--- src/logic/cfg_pkg.sv ---
`default_nettype none
package cfg_pkg;
    // Register byte offsets
    localparam logic [3:0] OFF_CONFIG = 4'h0;
    localparam logic [3:0] OFF_STATUS = 4'h4;
    localparam logic [3:0] OFF_MASK = 4'h8;
    // Configuration field positions
    localparam int BIT_BIG_ENDIAN = 0;
    localparam int BIT_RESERVED1 = 1;
    localparam int BIT_BOOT_ROM_DIS = 2;
    localparam int BIT_PARITY_ACT = 3;
    localparam int BIT_DEFER_DIS = 4;
    localparam int BIT_COLL_START = 5;
    localparam int BIT_SINGLE_BO = 6;
    localparam int BIT_REQ_POLICY = 7;
    localparam int BIT_LEGACY_DESC = 8;
    localparam int BIT_XCVR_DIS = 9;
    localparam int BIT_XCVR_RST = 10;
    localparam int BIT_EXT_XCVR = 12;
    // Writable configuration bits and reset value
    localparam logic [31:0] CONFIG_WMASK = 32'h000017FD;
    localparam logic [31:0] CONFIG_RESET = 32'h00000000;
    // Status event bit positions
    localparam int EV_SERR = 0;
    localparam int EV_DEFER = 1;
    localparam int EV_XCVR_RST = 2;
    localparam int EV_W = 3;
    // Descriptor word counts
    localparam logic [2:0] DESC_WORDS_LEGACY = 3'h4;
    localparam logic [2:0] DESC_WORDS_NEW = 3'h3;
    // Collision slot length in bit times
    localparam logic [9:0] SLOT_BITS = 10'h200;
    // Request-policy idle gap in clocks for the conservative scheme
    localparam logic [3:0] REQ_GAP = 4'h4;
endpackage
`default_nettype wire

--- src/logic/byte_swap.sv ---
`timescale 1ns/10ps
`default_nettype none
// Optional byte reversal on the bus-master data path
module byte_swap (
    // Control
    input wire logic swap_in,
    // Data
    input wire logic [31:0] data_in,
    output logic [31:0] data_out
);
    wire [31:0] swapped = {data_in[7:0], data_in[15:8], data_in[23:16], data_in[31:24]};
    assign data_out = swap_in ? swapped : data_in;
endmodule
`default_nettype wire

--- src/logic/slot_timer.sv ---
`timescale 1ns/10ps
`default_nettype none
// Out-of-window collision timer, counts one slot of bit times
module slot_timer
    import cfg_pkg::*;
(
    // Clock and reset
    input wire logic mclk_in,
    input wire logic rst_in,
    // Frame progress
    input wire logic start_in,
    input wire logic bit_tick_in,
    // Timer state
    output logic running_out,
    output logic expired_out
);
    logic [9:0] count; // Bit times remaining
    // Load on start, count down one bit per tick
    always_ff @(posedge mclk_in) begin
        if (rst_in) begin
            count <= 10'h000;
            expired_out <= 1'b0;
        end else if (start_in) begin
            count <= SLOT_BITS;
            expired_out <= 1'b0;
        end else if (bit_tick_in && count != 10'h000) begin
            count <= count - 10'h001;
            expired_out <= (count == 10'h001);
        end else begin
            expired_out <= 1'b0;
        end
    end
    assign running_out = (count != 10'h000);
endmodule
`default_nettype wire

--- src/logic/dev_config.sv ---
`timescale 1ns/10ps
`default_nettype none
module dev_config
    import cfg_pkg::*;
(
    // Clock and reset
    input wire logic mclk_in,
    input wire logic rst_in,
    // Avalon-MM slave
    input wire logic [3:0] avs_address_in,
    input wire logic avs_read_in,
    input wire logic avs_write_in,
    input wire logic [31:0] avs_writedata_in,
    input wire logic [3:0] avs_byteenable_in,
    output logic [31:0] avs_readdata_out,
    output logic avs_waitrequest_out,
    // Interrupt
    output logic irq_out,
    // Transceiver control
    output logic xcvr_reset_out,
    output logic xcvr_power_down_out,
    output logic mii_enable_out,
    // Descriptor fetch
    output logic [2:0] desc_words_out,
    output logic frag_count_ignore_out,
    // Bus request
    input wire logic req_want_in,
    output logic bus_req_out,
    // Transmit MAC
    output logic single_backoff_out,
    input wire logic tx_preamble_first_in,
    input wire logic tx_sfd_done_in,
    input wire logic tx_bit_tick_in,
    output logic coll_window_open_out,
    input wire logic tx_defer_expired_in,
    output logic excessive_deferral_status_out,
    output logic tx_deferral_inc_out,
    // System error path
    input wire logic master_parity_err_in,
    output logic serr_out,
    // Boot ROM interface
    input wire logic rom_req_in,
    output logic rom_enable_out,
    // Bus-master data path
    input wire logic [31:0] master_data_in,
    output logic [31:0] master_data_out
);
    // Stored configuration and interrupt registers
    logic [31:0] device_configuration;
    logic [EV_W-1:0] status;
    logic [EV_W-1:0] mask;
    logic [3:0] gap_count; // Idle clocks since last request in conservative mode

    // Merge byte lanes into an old value
    function automatic logic [31:0] lane_merge(input logic [31:0] old, input logic [31:0] wd,
                                              input logic [3:0] be);
        logic [31:0] res;
        res = old;
        for (int i = 0; i < 4; i++) begin
            if (be[i]) begin
                res[i*8 +: 8] = wd[i*8 +: 8];
            end
        end
        return res;
    endfunction

    // Decode
    wire sel_config = (avs_address_in == OFF_CONFIG);
    wire sel_status = (avs_address_in == OFF_STATUS);
    wire sel_mask = (avs_address_in == OFF_MASK);
    // Waitrequest high with a strobe marks the first clock of an access
    wire req_first = avs_waitrequest_out && (avs_read_in || avs_write_in);
    // Writes land only at the edge that ends the wait
    wire wr_accept = avs_write_in && !avs_waitrequest_out;
    wire wr_config = wr_accept && sel_config;
    wire wr_mask = wr_accept && sel_mask;
    // Read side effects happen once, in the clock that latches the data
    wire rd_first = avs_read_in && avs_waitrequest_out;
    wire rd_status = rd_first && sel_status;

    // Next configuration: reserved bit held zero, external select forces disable
    // Hazard: bit 9 can only be cleared by a write that also clears bit 12
    wire [31:0] merged = lane_merge(device_configuration, avs_writedata_in, avs_byteenable_in);
    wire [31:0] masked = merged & CONFIG_WMASK;
    wire [31:0] next_config = masked | (32'(masked[BIT_EXT_XCVR]) << BIT_XCVR_DIS);

    // Field views
    wire cfg_big_endian = device_configuration[BIT_BIG_ENDIAN];
    wire cfg_rom_dis = device_configuration[BIT_BOOT_ROM_DIS];
    wire cfg_parity_act = device_configuration[BIT_PARITY_ACT];
    wire cfg_defer_dis = device_configuration[BIT_DEFER_DIS];
    wire cfg_coll_start = device_configuration[BIT_COLL_START];
    wire cfg_req_policy = device_configuration[BIT_REQ_POLICY];

    // Events that hardware raises
    // Parity error on a master cycle, dropped when software recovers itself
    wire ev_serr = master_parity_err_in && !cfg_parity_act;
    // Deferral timeout, dropped entirely while the timer is disabled
    wire ev_defer = tx_defer_expired_in && !cfg_defer_dis;
    // Software has just put the transceiver into reset
    wire ev_rst = wr_config && next_config[BIT_XCVR_RST] && !device_configuration[BIT_XCVR_RST];
    wire [EV_W-1:0] events = {ev_rst, ev_defer, ev_serr};
    // Set wins over the read-clear
    wire [EV_W-1:0] next_status = (rd_status ? {EV_W{1'b0}} : status) | events;

    // Read mux; register space never swapped
    // Unmapped offsets read zero
    wire [31:0] rd_mux = sel_config ? device_configuration :
                         sel_status ? {{(32-EV_W){1'b0}}, status} :
                         sel_mask ? {{(32-EV_W){1'b0}}, mask} : 32'h00000000;

    // Conservative request scheme: wait REQ_GAP clocks after a drop
    // Aggressive mode asks again at once
    wire req_allow = !cfg_req_policy || (gap_count >= REQ_GAP);

    // Collision timer start point
    wire coll_start = cfg_coll_start ? tx_preamble_first_in : tx_sfd_done_in;
    wire coll_running;

    // Master data byte order
    wire [31:0] swapped_data;

    // The timer restarts on every start strobe; a second start within a
    // frame simply reopens the window
    slot_timer u_slot (
        .mclk_in(mclk_in),
        .rst_in(rst_in),
        .start_in(coll_start),
        .bit_tick_in(tx_bit_tick_in),
        .running_out(coll_running),
        .expired_out()
    );

    // Only master data is reordered; the register path bypasses this
    byte_swap u_swap (
        .swap_in(cfg_big_endian),
        .data_in(master_data_in),
        .data_out(swapped_data)
    );

    // Configuration, mask and status registers
    // Writes take effect only at the edge that ends the wait
    // Status is written every clock so that events are never lost
    always_ff @(posedge mclk_in) begin
        if (rst_in) begin
            device_configuration <= CONFIG_RESET;
            mask <= {EV_W{1'b0}};
            status <= {EV_W{1'b0}};
        end else begin
            if (wr_config) begin
                device_configuration <= next_config;
            end
            if (wr_mask) begin
                mask <= avs_writedata_in[EV_W-1:0];
            end
            status <= next_status;
        end
    end

    // Every access waits one clock; read data is latched in that first clock
    // Waitrequest idles high so it can come straight from a flop; the price
    // is one extra clock on every write
    always_ff @(posedge mclk_in) begin
        if (rst_in) begin
            avs_waitrequest_out <= 1'b1; // Stalls anything issued during reset
            avs_readdata_out <= 32'h00000000;
        end else begin
            avs_waitrequest_out <= !req_first;
            if (rd_first) begin
                avs_readdata_out <= rd_mux; // Holds until the next read
            end
        end
    end

    // Request gap counter
    // Counts idle clocks since the request dropped and saturates, so a long
    // idle period never wraps round into a short one
    always_ff @(posedge mclk_in) begin
        if (rst_in) begin
            gap_count <= 4'h0;
        end else if (bus_req_out) begin
            gap_count <= 4'h0;
        end else if (gap_count != 4'hF) begin
            gap_count <= gap_count + 4'h1;
        end
    end

    // Registered control outputs
    always_ff @(posedge mclk_in) begin
        if (rst_in) begin
            irq_out <= 1'b0;
            xcvr_reset_out <= 1'b0;
            xcvr_power_down_out <= 1'b0;
            mii_enable_out <= 1'b0;
            desc_words_out <= DESC_WORDS_NEW;
            frag_count_ignore_out <= 1'b0;
            bus_req_out <= 1'b0;
            single_backoff_out <= 1'b0;
            coll_window_open_out <= 1'b0;
            excessive_deferral_status_out <= 1'b0;
            tx_deferral_inc_out <= 1'b0;
            serr_out <= 1'b0;
            rom_enable_out <= 1'b0;
            master_data_out <= 32'h00000000;
        end else begin
            // Interrupt level from the status that this edge stores
            irq_out <= |(next_status & mask);
            // Transceiver controls follow the stored bits one clock late
            xcvr_reset_out <= device_configuration[BIT_XCVR_RST];
            xcvr_power_down_out <= device_configuration[BIT_XCVR_DIS];
            mii_enable_out <= device_configuration[BIT_EXT_XCVR];
            // Descriptor format for the fetch engine
            desc_words_out <= device_configuration[BIT_LEGACY_DESC] ? DESC_WORDS_LEGACY
                                                                   : DESC_WORDS_NEW;
            frag_count_ignore_out <= device_configuration[BIT_LEGACY_DESC];
            // Once granted, a request is held while still wanted
            bus_req_out <= req_want_in && (bus_req_out || req_allow);
            // Transmit MAC controls
            single_backoff_out <= device_configuration[BIT_SINGLE_BO];
            coll_window_open_out <= coll_running;
            // Deferral status is sticky; a new event beats the read-clear
            if (ev_defer) begin
                excessive_deferral_status_out <= 1'b1;
            end else if (rd_status) begin
                excessive_deferral_status_out <= 1'b0;
            end
            tx_deferral_inc_out <= ev_defer;
            // System error follows the gated parity error, one clock late
            serr_out <= ev_serr;
            // Boot ROM strobe passes only while the interface is enabled
            rom_enable_out <= rom_req_in && !cfg_rom_dis;
            // Master data in the selected byte order
            master_data_out <= swapped_data;
        end
    end

    // Checks: transceiver control
    a_xcvr_reset_follow: assert property (@(posedge mclk_in) disable iff (rst_in)
        device_configuration[BIT_XCVR_RST] |=> xcvr_reset_out)
        else $error("transceiver reset not held");
    a_xcvr_reset_off: assert property (@(posedge mclk_in) disable iff (rst_in)
        !device_configuration[BIT_XCVR_RST] |=> !xcvr_reset_out)
        else $error("transceiver reset held while bit clear");
    a_xcvr_rst_sticky: assert property (@(posedge mclk_in) disable iff (rst_in)
        (device_configuration[BIT_XCVR_RST] && !wr_config) |=> device_configuration[BIT_XCVR_RST])
        else $error("transceiver reset bit cleared by hardware");
    a_power_down: assert property (@(posedge mclk_in) disable iff (rst_in)
        device_configuration[BIT_XCVR_DIS] |=> xcvr_power_down_out)
        else $error("power down not forced");
    a_power_up: assert property (@(posedge mclk_in) disable iff (rst_in)
        !device_configuration[BIT_XCVR_DIS] |=> !xcvr_power_down_out)
        else $error("power down without disable bit");
    // Checks: descriptor format
    a_desc_words: assert property (@(posedge mclk_in) disable iff (rst_in)
        ##1 desc_words_out == ($past(device_configuration[BIT_LEGACY_DESC]) ? 3'h4 : 3'h3))
        else $error("descriptor word count wrong");
    a_frag_ignore: assert property (@(posedge mclk_in) disable iff (rst_in)
        device_configuration[BIT_LEGACY_DESC] |=> frag_count_ignore_out)
        else $error("fragment count not ignored");
    a_desc_short: assert property (@(posedge mclk_in) disable iff (rst_in)
        !device_configuration[BIT_LEGACY_DESC]
            |=> (desc_words_out == DESC_WORDS_NEW) && !frag_count_ignore_out)
        else $error("short descriptor format wrong");
    // Checks: error paths and boot ROM
    a_serr_gate: assert property (@(posedge mclk_in) disable iff (rst_in)
        serr_out |-> $past(master_parity_err_in) && !$past(cfg_parity_act))
        else $error("SERR without cause or while suppressed");
    a_serr_raise: assert property (@(posedge mclk_in) disable iff (rst_in)
        (master_parity_err_in && !cfg_parity_act) |=> serr_out)
        else $error("parity error did not raise SERR");
    a_defer_gate: assert property (@(posedge mclk_in) disable iff (rst_in)
        (tx_defer_expired_in && cfg_defer_dis) |=> !tx_deferral_inc_out)
        else $error("deferral counted while disabled");
    a_defer_count: assert property (@(posedge mclk_in) disable iff (rst_in)
        (tx_defer_expired_in && !cfg_defer_dis)
            |=> tx_deferral_inc_out && excessive_deferral_status_out)
        else $error("deferral not reported");
    a_defer_status_off: assert property (@(posedge mclk_in) disable iff (rst_in)
        (cfg_defer_dis && !excessive_deferral_status_out) |=> !excessive_deferral_status_out)
        else $error("deferral status set while disabled");
    a_status_hold: assert property (@(posedge mclk_in) disable iff (rst_in)
        (status[EV_SERR] && !rd_status) |=> status[EV_SERR])
        else $error("status bit lost without a read");
    a_rom_inhibit: assert property (@(posedge mclk_in) disable iff (rst_in)
        cfg_rom_dis |=> !rom_enable_out)
        else $error("boot ROM active while disabled");
    a_rom_pass: assert property (@(posedge mclk_in) disable iff (rst_in)
        (rom_req_in && !cfg_rom_dis) |=> rom_enable_out)
        else $error("boot ROM request blocked");
    // Checks: data path and register bus
    a_big_endian: assert property (@(posedge mclk_in) disable iff (rst_in)
        cfg_big_endian |=> master_data_out[7:0] == $past(master_data_in[31:24]))
        else $error("master data not swapped");
    a_master_straight: assert property (@(posedge mclk_in) disable iff (rst_in)
        !cfg_big_endian |=> master_data_out == $past(master_data_in))
        else $error("master data reordered");
    a_reg_order: assert property (@(posedge mclk_in) disable iff (rst_in)
        (rd_first && sel_config) |=> avs_readdata_out == $past(device_configuration))
        else $error("register read reordered");
    a_read_wait_one: assert property (@(posedge mclk_in) disable iff (rst_in)
        rd_first |=> !avs_waitrequest_out)
        else $error("read wait longer than one clock");
    // Checks: register contents
    a_ext_sets_dis: assert property (@(posedge mclk_in) disable iff (rst_in)
        device_configuration[BIT_EXT_XCVR] |-> device_configuration[BIT_XCVR_DIS])
        else $error("external select without disable");
    a_reserved_zero: assert property (@(posedge mclk_in) disable iff (rst_in)
        !device_configuration[BIT_RESERVED1])
        else $error("reserved bit set");
    a_write_lands: assert property (@(posedge mclk_in) disable iff (rst_in)
        wr_config |=> device_configuration == $past(next_config))
        else $error("configuration write lost");
    // Checks: bus request and transmit MAC
    a_conservative_gap: assert property (@(posedge mclk_in) disable iff (rst_in)
        ($fell(bus_req_out) && cfg_req_policy) |=> !bus_req_out [*3])
        else $error("conservative request gap too short");
    a_aggressive_req: assert property (@(posedge mclk_in) disable iff (rst_in)
        (!cfg_req_policy && req_want_in) |=> bus_req_out)
        else $error("aggressive request delayed");
    a_single_bo: assert property (@(posedge mclk_in) disable iff (rst_in)
        ##1 single_backoff_out == $past(device_configuration[BIT_SINGLE_BO]))
        else $error("single backoff not driven");
    a_coll_start: assert property (@(posedge mclk_in) disable iff (rst_in)
        coll_start |=> ##1 coll_window_open_out)
        else $error("collision window not opened");
    // Main scenarios
    c_serr: cover property (@(posedge mclk_in) disable iff (rst_in) serr_out);
    c_irq: cover property (@(posedge mclk_in) disable iff (rst_in) irq_out);
    c_ext: cover property (@(posedge mclk_in) disable iff (rst_in) mii_enable_out);
    c_swap: cover property (@(posedge mclk_in) disable iff (rst_in)
        cfg_big_endian && avs_read_in && !avs_waitrequest_out);
    c_conservative: cover property (@(posedge mclk_in) disable iff (rst_in)
        $fell(bus_req_out) && cfg_req_policy);
endmodule
`default_nettype wire

--- config.mk ---
export PLATFORM = sky130hd
export DESIGN_NAME = dev_config
export DESIGN_NICKNAME = d
export VERILOG_FILES = /design/src/logic/cfg_pkg.sv /design/src/logic/byte_swap.sv /design/src/logic/slot_timer.sv /design/src/logic/dev_config.sv
export SDC_FILE = /design/constraint.sdc
export NUM_CORES = 1
export LEC_CHECK = 0
export ABC_AREA = 1
export BUFFER_PORTS_ARGS = -buffer_cell sky130_fd_sc_hd__buf_2
export CAP_MARGIN = 40
export CORE_UTILIZATION = 42
export DETAILED_ROUTE_END_ITERATION = 16
export PLACE_DENSITY = 0.75
export SLEW_MARGIN = 20
export SYNTH_ARGS = -nofsm -noshare
export SYNTH_HDL_FRONTEND = slang
export SYNTH_SLANG_ARGS = --single-unit
export TNS_END_PERCENT = 10
--- constraint.sdc ---
create_clock -name mclk_in -period 1.26 [get_ports mclk_in]
set_input_delay 0.189 -clock mclk_in [delete_from_list [all_inputs] [get_ports mclk_in]]
set_output_delay 0.189 -clock mclk_in [all_outputs]
set_load 0.05 [all_outputs]
==> results of run 1 <==
[final timing paths]
path,start,endpoint,cells past startpoint
worst min register to register,device_configuration[9]$_SDFFE_PP0N_,xcvr_power_down_out$_SDFF_PP0_,2
worst max register to register,u_slot.count[1]$_SDFFE_PP0P_,u_slot.count[8]$_SDFFE_PP0P_,7
worst max-delay path,u_slot.count[1]$_SDFFE_PP0P_,u_slot.count[8]$_SDFFE_PP0P_,7
worst min-delay path,avs_write_in,avs_waitrequest_out$_SDFF_PP1_,2
[worst register-to-register path, cell delays in order (launching register included)]
cell,delay [ns]
dfxtp_4,0.37
inv_4,0.07
ha_2,0.20
nand2_2,0.09
nor2_2,0.13
xor2_1,0.21
nand2_2,0.08
a21oi_2,0.13
[cells in the mapped netlist]
cell	number
a31oi_1	1
nor3_1	4
buf_4	23
buf_6	1
a21oi_1	34
nand2_1	58
o21ai_0	57
xor2_1	3
buf_2	2
dfxtp_1	89
nand4_1	1
o31ai_1	1
buf_1	3
nand3_2	2
clkinv_2	1
ha_1	3
clkbuf_1	10
nand3_1	16
inv_1	39
nor2_1	99
a211oi_1	1
o21ai_4	1
conb_1	1
clkinv_1	1
nor2_4	3
o21ai_1	7
nor2_2	2
nand2_2	3
o211ai_1	3
[cells by family (layout without fill, tap and decap cells)]
family / after synthesis / count (layout)
and+or+nand+nor: 188 / 189
AOI/OAI and AO/OA: 105 / 106
DFF: 89 / 89
buffers and inverters: 80 / 199
adders and majority gates: 3 / 3
xor gates and xnor gates: 3 / 3
other: 1 / 20
[metal layers]
layer | vias up | track usage (%) | wire length (um)
li1 | 1736 | - | -
met1 | 1608 | 24.38 | 3827
met2 | 143 | 35.21 | 4420
met3 | 21 | 7.201 | 738
met4 | 0 | 9.231 | 210
met5 | - | 0 | 0
[through the flow]
stage | utilization [%] | TNS, ns | instance area, sq um | cells | total power, mW
after global placement | 52.52 | -0.08978 | 4315 | 694 | 4.423
after global routing | 57.50 | -0.8294 | 4725 | 714 | 7.287
after detailed placement | 52.52 | -0.3381 | 4315 | 694 | 4.461
after CTS | 56.16 | -0.03934 | 4614 | 712 | 6.855
after floorplan | - | 0 | 3651 | 488 | 4.124
final | 57.50 | -0.1840 | 4725 | 714 | 6.979
[flip-flops by register name (all words and copies together) (netlist names)]
signal,count
avs_readdata_out,12
rom_enable_out,1
master_data_out,32
device_configuration,11
avs_waitrequest_out,1
xcvr_reset_out,1
mii_enable_out,1
single_backoff_out,1
status,3
xcvr_power_down_out,1
desc_words_out,2
mask,3
coll_window_open_out,1
gap_count,4
u_slot.count,10
serr_out,1
bus_req_out,1
irq_out,1
excessive_deferral_status_out,1
tx_deferral_inc_out,1
[repair_timing]
action	in CTS	in global routing
endpoints found under the setup margin	10	16
pin swaps	5	11
endpoints found under the hold margin	0	0
cloned	2	0
buffers inserted	0	2
gates resized for setup	11	30
[where the power goes]
part,internal (mW),switching [mW],total (mW)
combinational,0.481,1.12,1.60
sequential,2.96,0.0821,3.04
clock,1.34,0.991,2.33
[final cells by class]
class | count | area, sq um
Clock inverter | 3 | 68.82
Timing Repair Buffer | 142 | 798.3
Sequential cell | 89 | 1789
Inverter | 41 | 161.4
Tap cell | 105 | 131.4
Fill cell | 769 | 3492
Multi-Input combinational cell | 321 | 1597
Clock buffer | 13 | 178.9
==> summary.txt, run 1 <==
Power
  • Leak: 2.304 nW
  • Worst IR drop on VDD: 0.0007128 V
  • Power density of the placed cells: 1477 nW/um^2

Synthesis
  • Multiplexer area fraction after synthesis: 0%
  • Share of Yosys cell area claimed by the top area cell type: 49.79%
  • XOR/XNOR Fraction of Synth Area: 0.7343%
  • Dominant combinational cell family by area after synthesis: simple AND/OR/NAND/NOR gates
  • Compound-Gate Fraction of Synth Area: 15.38%
  • Count of distinct cell types in the synthesized netlist: 29
  • Largest area contributor in the netlist: dfxtp_1
  • Synth Instances: 469
  • Area of the mapped netlist: 3578 sq um
  • Adder and majority cell fraction of the synthesized area: 1.049%
  • Sequential cell area fraction in the yosys report: 49.79%
  • Post-Synth Simple-Gate Area: 21.82%
  • Cell types with the largest area share after synthesis: dfxtp_1, nor2_1, o21ai_0
  • Mapped Avg Cell Area: 7.630 sq um
  • Number of warning messages in the yosys log: 0
  • Post-synthesis register bit count: 89

Timing
  • Min Tclk post-route: 1.325 ns
  • Worst clock skew: 0.009954 ns
  • Fin worst setup slack: -0.06529 ns
  • Total count of hold-check failures in the final report: 0
  • RSZ-0062 raised after global routing: yes
  • Setup-violating endpoint count in the final report: 5
  • Post-route clock period utilization: 105.2%
  • Worst Hold Slack: 0.03214 ns
  • Highest clock frequency the design can meet: 754.6 MHz
  • Total count of max-transition violations in the final report: 0

Critical path
  • Cells along the critical path: inv_4 -> ha_2 -> nand2_2 -> nor2_2 -> xor2_1 -> nand2_2 -> a21oi_2
  • Worst reg-to-reg setup slack: -0.07 ns
  • Kind of end point of the critical path: flip-flop
  • Data required time of the critical path: 1.55 ns
  • Biggest fanout along the worst timing path: 3
  • Count of buffering cells on the critical path with inverters included: 1
  • Critical path launch point type: flip-flop
  • Critical setup path kind: flip-flop to flip-flop
  • Slowest cell on crit path: dfxtp_4
  • Data arrival time of the critical path: 1.62 ns
  • Largest delay contributor family on the critical path: flip-flops
  • Slowest stage delay, CP: 0.37 ns
  • Most repeated library cell on the critical path: nand2_2

Cells and area
  • Synth-to-Final Area Change: 32.03%
  • Share of layout cells above drive strength 1: 31.86%
  • Net count reported at finish: 690
  • Commonest non-fill, non-tap cells in the layout: buf_2, nor2_1, dfxtp_1
  • Antenna diode instance count: 0
  • Most frequent standard cell in the layout excluding fill and tap cells: buf_2

Clocking
  • Cts bufs inserted: 9
  • CTS tree: yes
  • Root buffer cell: clkbuf_8
  • H-tree lvl count: 3
  • Sink Count: 89
  • Number of buffers inserted by hold repair at cts: 0
  • Clk slew on worst S/H paths: 0.09 ns
  • Number of buffers between clock root and the deepest sink: 2
  • Insertion delay to the later sink of the worst-skew pair: 0.35 ns

Status
  • Violations in the final reports: negative setup slack
  • Status: complete, but fails checks

Floorplanning
  • Number of placement rows: 33
  • I/O pin total: 163
  • Vertical die dimension: 94.31 um
  • Area of the core: 8217 sq um
  • Initial standard-cell utilization of the core: 43.55%
  • Total Die Area: 8893 sq um
  • Width of the die: 94.31 um

GRT
  • Vias in the first global route: 3359
  • Largest net degree at the start of global routing: 34
  • Initial antenna violation count: 0
  • Gr usage total: 21.09%
  • GRT overflow: 0
  • First-pass GRT wire length: 14.79 mm

Place
  • Count of buffers from port buffering: 120
  • RePlAce Congestion: 0.8365
  • Placed wire-length estimate: 6.477 mm
  • Worst slack, placed: -0.06915 ns

Routing
  • Routed len/inst: 12.88 um
  • First-pass iteration count of the detailed router: 4
  • DRC violation count after routing: 0
  • Vias per cell: 4.913
  • Iter 0 DRT Violations: 104
  • Routed Antenna Nets: 0
  • Drt total wl: 9.197 mm
  • Routed via count: 3508

Job
  • Maximum Capacitance Violations: 0

Hold path
  • Hold WC Path Type: input pin to flip-flop
No activity file was read; power rests on OpenSTA's default activity.
==> inputs of run 2 (changes only) <==
CORE_UTILIZATION = 35   (was 42)
PLACE_DENSITY = 0.64   (was 0.75)
==> summary.txt, run 2 (synthesis results as in run 1) <==
Job
  • Maximum Capacitance Violations: 0 (unchanged)

Clocking
  • Insertion delay to the later sink of the worst-skew pair: 0.34 ns (about the same)
  • Clk slew on worst S/H paths: 0.09 ns (about the same)
  • Sink Count: 89 (unchanged)
  • Number of buffers inserted by hold repair at cts: 0 (unchanged)
  • CTS tree: yes
  • Root buffer cell: clkbuf_8
  • Cts bufs inserted: 9 (unchanged)
  • H-tree lvl count: 3 (unchanged)
  • Number of buffers between clock root and the deepest sink: 2 (unchanged)

Floorplanning
  • Total Die Area: 10630 sq um (+20%)
  • Initial standard-cell utilization of the core: 36.44% (-7.1 points)
  • Vertical die dimension: 103.1 um (+9.3%)
  • Area of the core: 9819 sq um (+20%)
  • Width of the die: 103.1 um (+9.3%)
  • Number of placement rows: 36 (+9.1%)
  • I/O pin total: 163 (unchanged)

Cells and area
  • Flip-flop count of the largest register after layout: 32 (unchanged)
  • Net count reported at finish: 690 (unchanged)
  • Most frequent standard cell in the layout excluding fill and tap cells: buf_2
  • Antenna diode instance count: 0 (unchanged)
  • Synth-to-Final Area Change: 31.19%
  • Commonest non-fill, non-tap cells in the layout: buf_2, nor2_1, dfxtp_1
  • Top flop regs: master_data_out x32, avs_readdata_out x12, device_configuration x11
  • Most flop-heavy register: master_data_out
  • Share of layout cells above drive strength 1: 32.24% (+0.38 points)

Routing
  • First-pass iteration count of the detailed router: 4 (unchanged)
  • DRC violation count after routing: 0 (unchanged)
  • Drt total wl: 8.705 mm (-5.3%)
  • Iter 0 DRT Violations: 82 (-21%)
  • Routed len/inst: 11.75 um (-8.8%)
  • Routed Antenna Nets: 0 (unchanged)
  • Routed via count: 3395 (-3.2%)
  • Vias per cell: 4.582 (-6.7%)

Critical path
  • Data arrival time of the critical path: 1.47 ns (-0.15 ns)
  • Reg2Reg Capture Point: u_slot.count[4]$_SDFFE_PP0P_
  • Path depth of the worst reg2reg path: 6 (-1)
  • Kind of end point of the critical path: flip-flop
  • Biggest fanout along the worst timing path: 5 (+2)
  • R2R Path Start: u_slot.count[3]$_SDFFE_PP0P_
  • Worst reg-to-reg setup slack: 0.02 ns (+0.09 ns)
  • Critical path launch point type: flip-flop
  • Critical setup path kind: flip-flop to flip-flop
  • Launching instance or port of the critical path: u_slot.count[3]$_SDFFE_PP0P_
  • Data required time of the critical path: 1.49 ns (-0.06 ns)

Status
  • Status: finished clean

Timing
  • Total count of hold-check failures in the final report: 0 (unchanged)
  • Post-route clock period utilization: 98.11% (-7.1 points)
  • Total Neg Setup Slack: 0 ns (+0.1840 ns)
  • RSZ-0062 raised after global routing: yes
  • Total count of max-transition violations in the final report: 0 (unchanged)
  • Worst clock skew: 0.01078 ns (+0.0008249 ns)
  • Worst Hold Slack: 0.04700 ns (+0.01486 ns)
  • Highest clock frequency the design can meet: 808.9 MHz (+7.2%)
  • Min Tclk post-route: 1.236 ns (-0.08908 ns)
  • Setup-violating endpoint count in the final report: 0 (-5)

GRT
  • First-pass GRT wire length: 13.92 mm (-5.9%)
  • Largest net degree at the start of global routing: 48 (+41%)
  • Initial antenna violation count: 0 (unchanged)
  • Gr usage total: 16.96% (-4.1 points)
  • GRT overflow: 0 (unchanged)
  • Vias in the first global route: 3171 (-5.6%)

Hold path
  • Hold Path Sink: avs_waitrequest_out$_SDFF_PP1_
  • Hold WC Path Type: input pin to flip-flop
  • Number of instances on the worst hold path: 2 (unchanged)
  • Hold path start: avs_write_in

Place
  • Count of buffers from port buffering: 120 (unchanged)
  • RePlAce Congestion: 0.8490 (+1.5%)
  • Placed wire-length estimate: 6.290 mm (-2.9%)

Power
  • Power density of the placed cells: 1361 nW/um^2 (-7.9%)
  • Worst IR drop on VDD: 0.0005871 V (-18%)
  • Leak: 2.281 nW (-1.0%)
  • Pwr Total: 6.388 mW (-8.5%)
-- run 2: changes by cell type in the layout (fill, tap and decap cells not counted), sizes merged --
cell | previous run | this run
bufinv | 2 | 0
clkinvlp | 0 | 1
clkinv | 1 | 3
clkbuf | 13 | 10
inv | 41 | 42
-- run 2: worst max-delay path, stage by stage (launching register included) --
cell and delay [ns]:
dfxtp_2 0.37, nor2_4 0.17, nand3_4 0.13, o21ai_4 0.23, o21ai_0 0.12, nand2_1 0.08, nor2_1 0.04
-- run 2: worst max-delay path by stage --
stage / to / slack [ns] / cells after the start
after detailed placement: device_configuration[4]$_SDFFE_PP0P_ / -0.05 / 9
final: u_slot.count[4]$_SDFFE_PP0P_ / 0.02 / 6
after CTS: u_slot.count[9]$_SDFFE_PP0P_ / 0.001 / 9
after global routing: u_slot.count[9]$_SDFFE_PP0P_ / -0.05 / 9
after floorplan: device_configuration[3]$_SDFFE_PP0P_ / 0.03 / 9
after global placement: device_configuration[4]$_SDFFE_PP0P_ / -0.04 / 9
-- run 2: per-layer routing --
layer  wire length [um]  global-route usage (%)  up-vias  share of wire [%]
met4                 97                   6.176        0                1.1
met1               3793                   20.30     1540                 44
met2               4098                   28.10      113                 47
met3                716                   5.966        9                8.2
met5                  0                       0        -                  0
li1                   -                       -     1733                  -
-- run 2: metrics by stage --
step | setup slack (ns) | util [%] | cell area, sq um | instances
finish | 0.02379 | 47.81 | 4695 | 741
global route | -0.05369 | 47.81 | 4695 | 741
CTS | 0.001194 | 46.98 | 4613 | 740
detailed placement | -0.04886 | 44.51 | 4370 | 723
global placement | -0.03930 | 44.51 | 4370 | 723
floorplan | 0.03206 | - | 3651 | 488
-- run 2: final cells by class --
class	count	area [sq um]
Clock inverter	5	38.79
Inverter	41	158.9
Tap cell	133	166.4
Timing Repair Buffer	142	807.0
Multi-Input combinational cell	321	1595
Clock buffer	10	137.6
Sequential cell	89	1790
Fill cell	1028	5125
-- run 2: power by group --
| group | leakage, nW | switching (mW) | internal (mW) |
|---|---|---|---|
| registers | 0.735 | 0.0865 | 2.97 |
| logic | 1.46 | 1.08 | 0.492 |
| clock network | 0.0891 | 0.992 | 0.774 |
| total | 2.28 | 2.16 | 4.23 |
-- run 2: what timing repair did --
action	in CTS	in global routing
setup buffers	0	1
gates cloned	2	0
setup endpoints to repair	13	12
pin swaps	4	12
gates resized for setup	14	24
